File: src/adc_seq_pkg.sv
// Purpose: constants and types for the conversion sequencer
// Assumes: one core clock, standing in for the oscillator
// Notes: register offsets are byte addresses on the APB bus
// Function
// - start write begins conversion, aborting current one
// - sequence starts in the next machine cycle
// - busy flag set with the start write
// - conversion lasts exactly fifteen machine cycles
// - continuous mode restarts after completion automatically
// - sample channel five cycles, then hold
// - approximation steps in cycles six to thirteen
// - cycle fifteen loads result, clears busy
// - done flag set at end of cycle eleven
// - three select bits choose one of eight inputs
// - control bit three selects continuous or single
// - bit four reads busy, write ignored
// - bit seven routes baud generator to serial
// - machine cycles from half-rate clock generator
// - control bits five and six reserved, zero
// - start write value ignored, reads return zero
package adc_seq_pkg;
  // ****************************************************
  // register map
  // ****************************************************
  localparam logic [11:0] CONTROL_OFFSET = 12'h0d8;
  localparam logic [11:0] START_OFFSET = 12'h0dc;
  localparam logic [11:0] RESULT_OFFSET = 12'h0e0;
  localparam logic [11:0] IRQ_STATUS_OFFSET = 12'h0e4;
  localparam logic [11:0] IRQ_MASK_OFFSET = 12'h0e8;
  localparam logic [7:0] CONTROL_RESET = 8'h00;
  localparam logic [7:0] RESULT_RESET = 8'h00;
  localparam logic [7:0] IRQ_MASK_RESET = 8'h00;
  // control fields
  localparam int CHAN_LSB = 0;
  localparam int MODE_BIT = 3;
  localparam int BUSY_BIT = 4;
  localparam int BAUD_BIT = 7;
  localparam logic [7:0] CONTROL_WMASK = 8'h8f;
  localparam int DONE_BIT = 0;
  // ****************************************************
  // timing
  // ****************************************************
  localparam int OSC_FREQ_MHZ = 12;
  localparam int CORE_CLK_MHZ = 40;
  localparam int STATES_PER_MC = 6;
  localparam logic [2:0] LAST_STATE = 3'(STATES_PER_MC - 1);
  localparam logic [3:0] SAMPLE_LAST = 4'h5;
  localparam logic [3:0] CONV_FIRST = 4'h6;
  localparam logic [3:0] SAR_LAST = 4'hd;
  localparam logic [3:0] IRQ_CYCLE = 4'hb;
  localparam logic [3:0] FINAL_CYCLE = 4'hf;
  localparam logic [3:0] PRE_FINAL = 4'he;
  // clock count seen at the last edge of cycle fifteen: 15 x 12 - 1
  localparam logic [7:0] CONV_LAST_CLK = 8'hb3;
  localparam logic [7:0] SAR_FIRST_TRIAL = 8'h80;
  typedef enum logic [1:0] {
    ST_IDLE = 2'b00,
    ST_SAMPLE = 2'b01,
    ST_CONVERT = 2'b11,
    ST_FINISH = 2'b10
  } seq_state_t;
endpackage

File: src/adc_conversion_sequencer.sv
// Purpose: timing and control for an 8-bit successive-approximation
//   converter, reached over APB
// Assumes: comparator output arrives asynchronously from the analog
//   side; core clock runs at 40 MHz in place of the 12 MHz oscillator
// Notes: one machine cycle is twelve core clocks
//
// The APB interface to the registers was decided locally.
`timescale 1ns/1ps
`default_nettype none
module adc_conversion_sequencer (
  input wire logic I_CORE_CLK,
  input wire logic I_RST,
  input wire logic I_PSEL,
  input wire logic I_PENABLE,
  input wire logic I_PWRITE,
  input wire logic [11:0] I_PADDR,
  input wire logic [31:0] I_PWDATA,
  output logic [31:0] O_PRDATA,
  output logic O_PREADY,
  output logic O_PSLVERR,
  input wire logic I_COMP_HIGH,
  output logic [2:0] O_CHANNEL_SEL,
  output logic O_SAMPLE_CLOSED,
  output logic [7:0] O_DAC_CODE,
  output logic O_BAUD_GEN_SELECT,
  output logic O_IRQ
);

  // ****************************************************
  // bus decode
  // ****************************************************
  logic setup_phase;
  logic access_wr;
  logic hit_control;
  logic hit_start;
  logic hit_result;
  logic hit_status;
  logic hit_mask;
  logic mapped;
  logic start_wr;
  logic status_clr;

  always_comb begin
    hit_control = 1'b0;
    hit_start = 1'b0;
    hit_result = 1'b0;
    hit_status = 1'b0;
    hit_mask = 1'b0;
    if (I_PADDR == adc_seq_pkg::CONTROL_OFFSET) begin
      hit_control = 1'b1;
    end else if (I_PADDR == adc_seq_pkg::START_OFFSET) begin
      hit_start = 1'b1;
    end else if (I_PADDR == adc_seq_pkg::RESULT_OFFSET) begin
      hit_result = 1'b1;
    end else if (I_PADDR == adc_seq_pkg::IRQ_STATUS_OFFSET) begin
      hit_status = 1'b1;
    end else if (I_PADDR == adc_seq_pkg::IRQ_MASK_OFFSET) begin
      hit_mask = 1'b1;
    end
  end

  assign mapped = hit_control | hit_start | hit_result | hit_status |
                  hit_mask;
  assign setup_phase = I_PSEL & ~I_PENABLE;
  assign access_wr = I_PSEL & I_PENABLE & I_PWRITE;
  // any write counts, whatever the data
  assign start_wr = access_wr & hit_start;
  assign status_clr = access_wr & hit_status & I_PWDATA[0];
  // zero wait states keeps the core's view of machine cycles simple
  assign O_PREADY = 1'b1;
  assign O_PSLVERR = I_PSEL & I_PENABLE & ~mapped;

  // ****************************************************
  // machine cycle generator
  // ****************************************************
  logic phase;
  logic [2:0] mc_state;
  logic mc_end;

  always_ff @(posedge I_CORE_CLK or posedge I_RST) begin
    if (I_RST) begin
      phase <= 1'b0;
    end else begin
      phase <= ~phase;
    end
  end

  always_ff @(posedge I_CORE_CLK or posedge I_RST) begin
    if (I_RST) begin
      mc_state <= 3'h0;
    end else if (phase) begin
      if (mc_state == adc_seq_pkg::LAST_STATE) begin
        mc_state <= 3'h0;
      end else begin
        mc_state <= mc_state + 3'h1;
      end
    end
  end

  assign mc_end = phase & (mc_state == adc_seq_pkg::LAST_STATE);

  // ****************************************************
  // comparator synchroniser
  // ****************************************************
  logic comp_meta;
  logic comp_sync;

  always_ff @(posedge I_CORE_CLK or posedge I_RST) begin
    if (I_RST) begin
      comp_meta <= 1'b0;
      comp_sync <= 1'b0;
    end else begin
      comp_meta <= I_COMP_HIGH;
      comp_sync <= comp_meta;
    end
  end

  // ****************************************************
  // control register
  // ****************************************************
  logic [7:0] control;

  always_ff @(posedge I_CORE_CLK or posedge I_RST) begin
    if (I_RST) begin
      control <= adc_seq_pkg::CONTROL_RESET;
    end else if (access_wr && hit_control) begin
      // busy and reserved bits are never stored
      control <= I_PWDATA[7:0] & adc_seq_pkg::CONTROL_WMASK;
    end
  end

  logic cont_mode;
  assign cont_mode = control[adc_seq_pkg::MODE_BIT];

  // ****************************************************
  // sequence counter
  // ****************************************************
  adc_seq_pkg::seq_state_t state;
  logic [3:0] cyc;
  logic pending;

  // a start waits for the next machine cycle boundary
  always_ff @(posedge I_CORE_CLK or posedge I_RST) begin
    if (I_RST) begin
      pending <= 1'b0;
    end else if (start_wr) begin
      pending <= 1'b1;
    end else if (mc_end) begin
      pending <= 1'b0;
    end
  end

  always_ff @(posedge I_CORE_CLK or posedge I_RST) begin
    if (I_RST) begin
      cyc <= 4'h0;
    end else if (start_wr) begin
      cyc <= 4'h0;
    end else if (mc_end) begin
      if (pending) begin
        cyc <= 4'h1;
      end else if (cyc == adc_seq_pkg::FINAL_CYCLE) begin
        cyc <= cont_mode ? 4'h1 : 4'h0;
      end else if (cyc != 4'h0) begin
        cyc <= cyc + 4'h1;
      end
    end
  end

  always_comb begin
    if (cyc == 4'h0) begin
      state = adc_seq_pkg::ST_IDLE;
    end else if (cyc <= adc_seq_pkg::SAMPLE_LAST) begin
      state = adc_seq_pkg::ST_SAMPLE;
    end else if (cyc == adc_seq_pkg::FINAL_CYCLE) begin
      state = adc_seq_pkg::ST_FINISH;
    end else begin
      state = adc_seq_pkg::ST_CONVERT;
    end
  end

  // ****************************************************
  // busy flag
  // ****************************************************
  logic busy;
  logic enter_final;

  assign enter_final = mc_end & ~pending &
                       (cyc == adc_seq_pkg::PRE_FINAL);

  always_ff @(posedge I_CORE_CLK or posedge I_RST) begin
    if (I_RST) begin
      busy <= 1'b0;
    end else if (start_wr) begin
      busy <= 1'b1;
    end else if (enter_final) begin
      busy <= 1'b0;
    end else if (mc_end && cont_mode && !pending &&
                 cyc == adc_seq_pkg::FINAL_CYCLE) begin
      busy <= 1'b1;
    end
  end

  // ****************************************************
  // successive approximation
  // ****************************************************
  logic [7:0] sar;
  logic [7:0] sar_mask;
  logic [7:0] result;
  logic sar_step;

  assign sar_mask = adc_seq_pkg::SAR_FIRST_TRIAL >>
                    (cyc - adc_seq_pkg::CONV_FIRST);
  assign sar_step = mc_end & ~pending &
                    (cyc >= adc_seq_pkg::CONV_FIRST) &
                    (cyc <= adc_seq_pkg::SAR_LAST);

  // one bit per machine cycle; the last spare cycle absorbs
  // comparator settling before the transfer
  always_ff @(posedge I_CORE_CLK or posedge I_RST) begin
    if (I_RST) begin
      sar <= 8'h00;
    end else if (start_wr) begin
      sar <= 8'h00;
    end else if (mc_end && !pending &&
                 cyc == adc_seq_pkg::SAMPLE_LAST) begin
      sar <= adc_seq_pkg::SAR_FIRST_TRIAL;
    end else if (sar_step) begin
      sar <= (comp_sync ? sar : (sar & ~sar_mask)) |
             (sar_mask >> 1);
    end
  end

  always_ff @(posedge I_CORE_CLK or posedge I_RST) begin
    if (I_RST) begin
      result <= adc_seq_pkg::RESULT_RESET;
    end else if (enter_final) begin
      result <= sar;
    end
  end

  // ****************************************************
  // interrupt
  // ****************************************************
  logic done_flag;
  logic irq_mask;
  logic done_set;

  assign done_set = mc_end & ~pending & (cyc == adc_seq_pkg::IRQ_CYCLE);

  // set wins over a same-cycle clear
  always_ff @(posedge I_CORE_CLK or posedge I_RST) begin
    if (I_RST) begin
      done_flag <= 1'b0;
    end else if (done_set) begin
      done_flag <= 1'b1;
    end else if (status_clr) begin
      done_flag <= 1'b0;
    end
  end

  always_ff @(posedge I_CORE_CLK or posedge I_RST) begin
    if (I_RST) begin
      irq_mask <= adc_seq_pkg::IRQ_MASK_RESET[0];
    end else if (access_wr && hit_mask) begin
      irq_mask <= I_PWDATA[0];
    end
  end

  assign O_IRQ = done_flag & irq_mask;

  // ****************************************************
  // read data
  // ****************************************************
  logic [7:0] control_view;
  logic [7:0] rd_byte;

  always_comb begin
    control_view = control;
    control_view[adc_seq_pkg::BUSY_BIT] = busy;
  end

  always_comb begin
    rd_byte = 8'h00;
    if (hit_control) begin
      rd_byte = control_view;
    end else if (hit_result) begin
      rd_byte = result;
    end else if (hit_status) begin
      rd_byte = {7'h00, done_flag};
    end else if (hit_mask) begin
      rd_byte = {7'h00, irq_mask};
    end
  end

  always_ff @(posedge I_CORE_CLK or posedge I_RST) begin
    if (I_RST) begin
      O_PRDATA <= 32'h0000_0000;
    end else if (setup_phase) begin
      // start register reads as zero
      O_PRDATA <= {24'h00_0000, rd_byte};
    end
  end

  // ****************************************************
  // analog side outputs
  // ****************************************************
  always_ff @(posedge I_CORE_CLK or posedge I_RST) begin
    if (I_RST) begin
      O_CHANNEL_SEL <= 3'h0;
      O_SAMPLE_CLOSED <= 1'b0;
      O_DAC_CODE <= 8'h00;
      O_BAUD_GEN_SELECT <= 1'b0;
    end else begin
      O_CHANNEL_SEL <= control[adc_seq_pkg::CHAN_LSB +: 3];
      O_SAMPLE_CLOSED <= (state == adc_seq_pkg::ST_SAMPLE);
      O_DAC_CODE <= sar;
      O_BAUD_GEN_SELECT <= control[adc_seq_pkg::BAUD_BIT];
    end
  end

  // clocks since cycle one began; too long to spell as a repetition
  logic [7:0] conv_clks;

  always_ff @(posedge I_CORE_CLK or posedge I_RST) begin
    if (I_RST) begin
      conv_clks <= 8'h00;
    end else if (cyc == 4'h0 ||
                 (mc_end && cyc == adc_seq_pkg::FINAL_CYCLE)) begin
      conv_clks <= 8'h00;
    end else begin
      conv_clks <= conv_clks + 8'h01;
    end
  end
endmodule
`default_nettype wire

File: config.mk
export PLATFORM = sky130hd
export DESIGN_NAME = adc_conversion_sequencer
export DESIGN_NICKNAME = d
export VERILOG_FILES = /design/src/adc_seq_pkg.sv /design/src/adc_conversion_sequencer.sv
export SDC_FILE = /design/constraint.sdc
export NUM_CORES = 1
export LEC_CHECK = 0
export BUFFER_PORTS_ARGS = -buffer_cell sky130_fd_sc_hd__buf_2
export CAP_MARGIN = 25
export CORE_ASPECT_RATIO = 0.7
export CORE_UTILIZATION = 43
export CTS_BUF_LIST = sky130_fd_sc_hd__clkbuf_8 sky130_fd_sc_hd__clkbuf_16
export DETAILED_ROUTE_END_ITERATION = 7
export GPL_TIMING_DRIVEN = 0
export PLACE_DENSITY_LB_ADDON = 0.05
export SYNTH_ARGS = -nofsm -noshare
export SYNTH_HDL_FRONTEND = slang
export SYNTH_SLANG_ARGS = --single-unit
File: constraint.sdc
create_clock -name I_CORE_CLK -period 2 [get_ports I_CORE_CLK]
set_input_delay 0.5 -clock I_CORE_CLK [delete_from_list [all_inputs] [get_ports I_CORE_CLK]]
set_output_delay 0.5 -clock I_CORE_CLK [all_outputs]
set_load 0.02 [all_outputs]
* Word level (Yosys, flattened, before mapping)
Cells that the tools add are included.
W data, S select, Z words.
** Storage, ports and cells
- Bits in registers :: 56
- Output and inout bits :: 48
- Word-level logic and storage cells :: 116
** Operators by class
- Add/sub/neg operators :: 3
- $lt $le $gt $ge :: 3
- Equal/unequal tests :: 11
- Shifts and indexed selects :: 1
- Multiplexer cells :: 40
- Bitwise operators :: 25
- Reductions and logical operators :: 16
** Operators by type and width (number)
- $eq A12 B8 Y1 const B :: 5
- $mux W8 :: 6
- $mux W1 :: 26
- $mux W4 :: 5
- $and A1 B1 Y1 :: 14
- $eq A4 B4 Y1 const B :: 3
- $and A8 B8 Y8 :: 1
- $not A8 Y8 :: 1
- $or A8 B7 Y8 :: 1
- $reduce_bool A4 Y1 :: 2
- $shr A8 B4 Y8 const A :: 1
- $logic_and A1 B1 Y1 :: 7
- $reduce_bool A3 Y1 :: 2
- $add A4 B1 Y4 const B :: 1
- $eq A4 B3 Y1 const B :: 1
- $ge A4 B3 Y1 const B :: 1
- $le A4 B3 Y1 const B :: 1
- $le A4 B4 Y1 const B :: 1
- $logic_not A4 Y1 :: 1
- $mux W2 :: 2
- $not A1 Y1 :: 4
- $or A1 B1 Y1 :: 4
- $reduce_bool A2 Y1 :: 2
- $sub A4 B3 Y4 const B :: 1
- 6 further kinds :: 6

* Logic depth before layout (Yosys ltp)
- Depth after elaboration :: 10
- Gate-level depth with buffers :: 7
- Depth with buffers taken out :: 7

* Worst setup path after synthesis
Ideal clock, no wire load.
- Kind :: reg2reg
- Start point :: register cyc[1]
- End point :: register sar[5]
- Setup time :: 0.124 ns
- Data arrival time :: 1.786 ns
- Required time :: 1.876 ns
- Path slack :: 0.090 ns
- Cell stages (with the launch flop) :: 8
- Path buffers :: 0
- Cells stage by stage :: dfrtp_1 > inv_1 > ha_1 > nor4bb_1 > or4_4 > or2_4 > o21ai_1 > a21oi_1
** Between the ends
- Word-level cells in the longest chain between the ends :: 9
- Elaborated cells on any way between the ends :: 16
** RTL lines
- start: declaration :: RTL line adc_conversion_sequencer.sv:139 : logic [3:0] cyc;
- start signal: assignment :: RTL line adc_conversion_sequencer.sv:162 : cyc <= cont_mode ? 4'h1 : 4'h0;
- start signal: assignment :: RTL line adc_conversion_sequencer.sv:164 : cyc <= cyc + 4'h1;
- $sub A4 B3 Y4 :: RTL line adc_conversion_sequencer.sv:212 : (cyc - adc_seq_pkg::CONV_FIRST);
- $shr A8 B4 Y8 :: RTL line adc_conversion_sequencer.sv:211 : assign sar_mask = adc_seq_pkg::SAR_FIRST_TRIAL >>
- $not A8 Y8 :: RTL line adc_conversion_sequencer.sv:228 : sar <= (comp_sync ? sar : (sar & ~sar_mask)) |
- $and A8 B8 Y8 :: RTL line adc_conversion_sequencer.sv:228
- $mux W8 :: RTL line adc_conversion_sequencer.sv:228
- $or A8 B7 Y8 :: RTL line adc_conversion_sequencer.sv:228
- $mux W8 :: RTL line adc_conversion_sequencer.sv:227 : end else if (sar_step) begin
- $mux W8 :: RTL line adc_conversion_sequencer.sv:224 : end else if (mc_end && !pending &&
- $mux W8 :: RTL line adc_conversion_sequencer.sv:222 : end else if (start_wr) begin
- end signal: assignment :: RTL line adc_conversion_sequencer.sv:226 : sar <= adc_seq_pkg::SAR_FIRST_TRIAL;
- end signal: assignment :: RTL line adc_conversion_sequencer.sv:228
- end: declaration :: RTL line adc_conversion_sequencer.sv:206 : logic [7:0] sar;
Parallel ways exist; a longest one is shown, timed or not. The select of a mux whose other input is x is not followed.
A chain may end at the register's enable or synchronous reset.

* Worst setup path after layout
- Start point :: input I_PADDR[9]
- End point :: output O_PSLVERR
** Between the ends
- Word-level cells in the longest chain between the ends :: 9
- Elaborated cells on any way between the ends :: 26
** RTL lines
- start: declaration :: RTL line adc_conversion_sequencer.sv:16 : input wire logic [11:0] I_PADDR,
- $eq A12 B8 Y1, on equally long branches
- $mux W1, on equally long branches (2 in a row)
- $or A1 B1 Y1 (tied with other cells) (2 in a row) :: RTL line adc_conversion_sequencer.sv:62 : assign mapped = hit_control | hit_start | hit_result | hit_status |
- $or A1 B1 Y1 or $mux W1 (tied branches) :: RTL line adc_conversion_sequencer.sv:62, adc_conversion_sequencer.sv:49
- $or A1 B1 Y1 * :: RTL line adc_conversion_sequencer.sv:62
- $not A1 Y1 * :: RTL line adc_conversion_sequencer.sv:71 : assign O_PSLVERR = I_PSEL & I_PENABLE & ~mapped;
- $and A1 B1 Y1 * :: RTL line adc_conversion_sequencer.sv:71
- end: declaration :: RTL line adc_conversion_sequencer.sv:20 : output logic O_PSLVERR,
Every way passes the cells marked *; elsewhere a longest branch is shown, timed or not.

==> results_dict.tcl <==
set metrics [dict create \
    synthSimpleGateAreaFrac_pct 15.3 \
    grt_pass1_vias 1768 \
    vias 2014 \
    layout.cells.non_filler 406 \
    layout_commonest_cell "dfrtp_1" \
    crit_arrival_ps 1440 \
    maxSlewHeadroom_pct 53.5 \
    reg2reg_depth 7 \
    min_period_ps 1940 \
    wl_met1_um 2880 \
    timing.final.max_slew_violations 0 \
    hpwl_um 4020 \
    port_buffers 44 \
    synth_top_flop_cell "dfrtp_1" \
    ant_nets 0 \
    num-fill-cells 515 \
    peakVddDrop_v 0.000342 \
    cp.required_ps 1500 \
    mostFrequentLayoutCells "dfrtp_1, buf_2, buf_4" \
    numCtsBuffers 5 \
    wl_um 5350 \
    criticalPathCategory "input pin to output pin" \
    status "finished clean" \
    ys_seq_area_share_pct 51.6 \
    wl_met2_um 2140 \
    viasPerCell 4.96 \
    whs_ps 234 \
    synth_top_family_by_area "simple AND/OR/NAND/NOR gates" \
    rsz0062_at_grt "true" \
    grt_pass1_wl_um 8600 \
    clockBufferDepth 2 \
    insertion_delay_ps 310 \
    final_hold_viol_count 0 \
    dr_wl_met3_um 262 \
    routedWlPerCell_um 13.2 \
    worstPathCellList "buf_2 -> nor4_2 -> nand2_1 -> o311a_1 -> buf_2" \
    dp.cells 393 \
    p_per_area_nw_per_um2 763 \
    cts-root-buf "clkbuf_8" \
    fp.coreArea_um2 5900 \
    holdBufCountCts 0 \
    yosys_warnings 0 \
    grt_antenna_before_repair 0 \
    synth-async-reset-ratio_pct 100 \
    h-tree-depth 2 \
    fmax_ghz 0.515 \
    setup_violations 0 \
    n_antenna_cell 0 \
    cp_top_family "compound AO/OA/AOI/OAI gates" \
    numClockSinks 56 \
    fin_skew_ps 10.9 \
    cp-end-kind "output pin" \
    ys_ff_latch 56 \
    area_delta_synth_final_pct 23.4 \
    synth_cell_types 46 \
    top_layer "met4" \
    start_util_pct 46.0 \
    drtIter0Drc 88 \
    worst_pin_slew_ps 692 \
    leakagePower_uw 0.00160 \
    fin_util_pct 56.8 \
    synth_adder_area_share_pct 2.76 \
    cp_max_fo 2 \
    drc 0 \
    synth-xor-area-share_pct 0.967 \
    synthMuxAreaShare_pct 6.63 \
    die_area_um2 6640 \
    fin_setup_tns_ps 0 \
    overflow 0 \
    max_stage_delay_ps 340 \
    die_y_um 68.5 \
    syn_avg_cell_area_um2 10.9 \
    final.setup.worst_slack_ps 57.6 \
    max_cap_viol_count 0 \
    cp.depth 5 \
    pre_cts_ws_ps -289 \
    synth_compound_area_share_pct 12.8 \
    pin_count 98 \
    crit_top_cell "buf_2" \
    rows 23 \
    finalNetCount 386 \
    fin_crit_sh_pct 97.1 \
    syn_inst 250 \
    track_usage_pct 16.8 \
    hold_path_class "input pin to async pin" \
    synth_area_um2 2720 \
    gp_congestion 0.843 \
    layout-drive-gt1-share_pct 37.5 \
    cpMaxStageDelayCell "o311a_1" \
    path_clk_slew_ps 110 \
    synth_edf_count 0 \
    crit_buf_inv 2 \
    firstDrtPassIters 5 \
    grt_max_degree 30 \
    critPathLaunchType "input pin" \
    cts_tree "built" \
    fp.dieW_um 97.0 \
]
[synth_stat cells (all sizes together), types with 2 or more instances]
master  count  share of area, %
a31oi       2              0.46
nor2b       6               1.4
a21oi      22               4.2
dfrtp      56                52
conb        2              0.28
inv        11               1.5
o21ai      12               2.2
nand2      20               2.8
and3        2              0.46
xnor2       2              0.64
and2        2              0.46
a32oi       3              0.97
ha          6               2.8
clkbuf      5              0.69
or2         2              0.55
a22o        2              0.64
a211oi      2              0.55
nor2       12               1.7
nor4        4               2.0
nor3        7               1.5
mux2       16               6.6
nand3       2              0.37
nand2b      4              0.92
a222oi      5               1.8
buf        28               7.5
[stage by stage]
step           power, uW  instance area, um^2
6_report            2550                 3350
4_1_cts             2530                 3300
3_5_place_dp        1800                 3140
3_3_place_gp        1800                 3120
2_1_floorplan       1660                 2800
5_1_grt             2690                 3350
[worst paths after layout]
kind                                  start          endpoint  slack (ps)
worst min-delay path                  I_RST  O_CHANNEL_SEL[2]         230
min in group I_CORE_CLK         I_COMP_HIGH         comp_meta         280
worst min register to register    comp_meta         comp_sync         360
max in group asynchronous             I_RST       mc_state[0]        1220
worst max register to register       cyc[1]            sar[0]          90
worst max-delay path             I_PADDR[9]         O_PSLVERR          60
[report_power, final]
group | switching, uW | total, uW | internal (uW)
sequential | 50.0 | 1260 | 1210
clock | 394 | 652 | 258
combinational | 375 | 645 | 270
[metal layers]
metal | GRT usage [%] | up-vias
met2 | 23.7 | 60
met3 | 3.73 | 6
li1 | - | 996
met1 | 25.0 | 952
met5 | 0 | -
met4 | 6.72 | 0
[cells by family after synthesis]
family	after synthesis
muxes	16
xor gates and xnor gates	3
AOI/OAI and AO/OA	54
buffers and inverters	44
DFF	56
other	2
adders and majority gates	6
and+or+nand+nor	69
[layout make-up]
cell class	count	area [um^2]	area share, %
sequential	56	1400	41.9
multi-input combinational	173	1200	35.9
timing repair buffer	50	282	8.40
buffer	33	225	6.72
tap	75	93.8	2.80
clock buffer	5	68.8	2.05
inverter	11	46.3	1.38
clock inverter	3	27.5	0.822
[flip-flops by register name, summed over array words and instances (netlist names)]
name,count
O_DAC_CODE,8
O_SAMPLE_CLOSED,1
result,8
irq_mask,1
O_PRDATA,8
comp_meta,1
busy,1
O_CHANNEL_SEL,3
cyc,4
control,5
done_flag,1
pending,1
sar,8
O_BAUD_GEN_SELECT,1
mc_state,3
comp_sync,1
phase,1
[repair_timing]
| action | CTS | global route |
|---|---|---|
| setup buffers | 4 | 1 |
| pin swaps | 1 | 0 |
| endpoints found under the setup margin | 8 | 20 |
| gates cloned | 0 | 0 |
| endpoints found under the hold margin | 0 | 0 |
| gates resized for setup | 8 | 14 |
(Power assumes the default switching activity.)
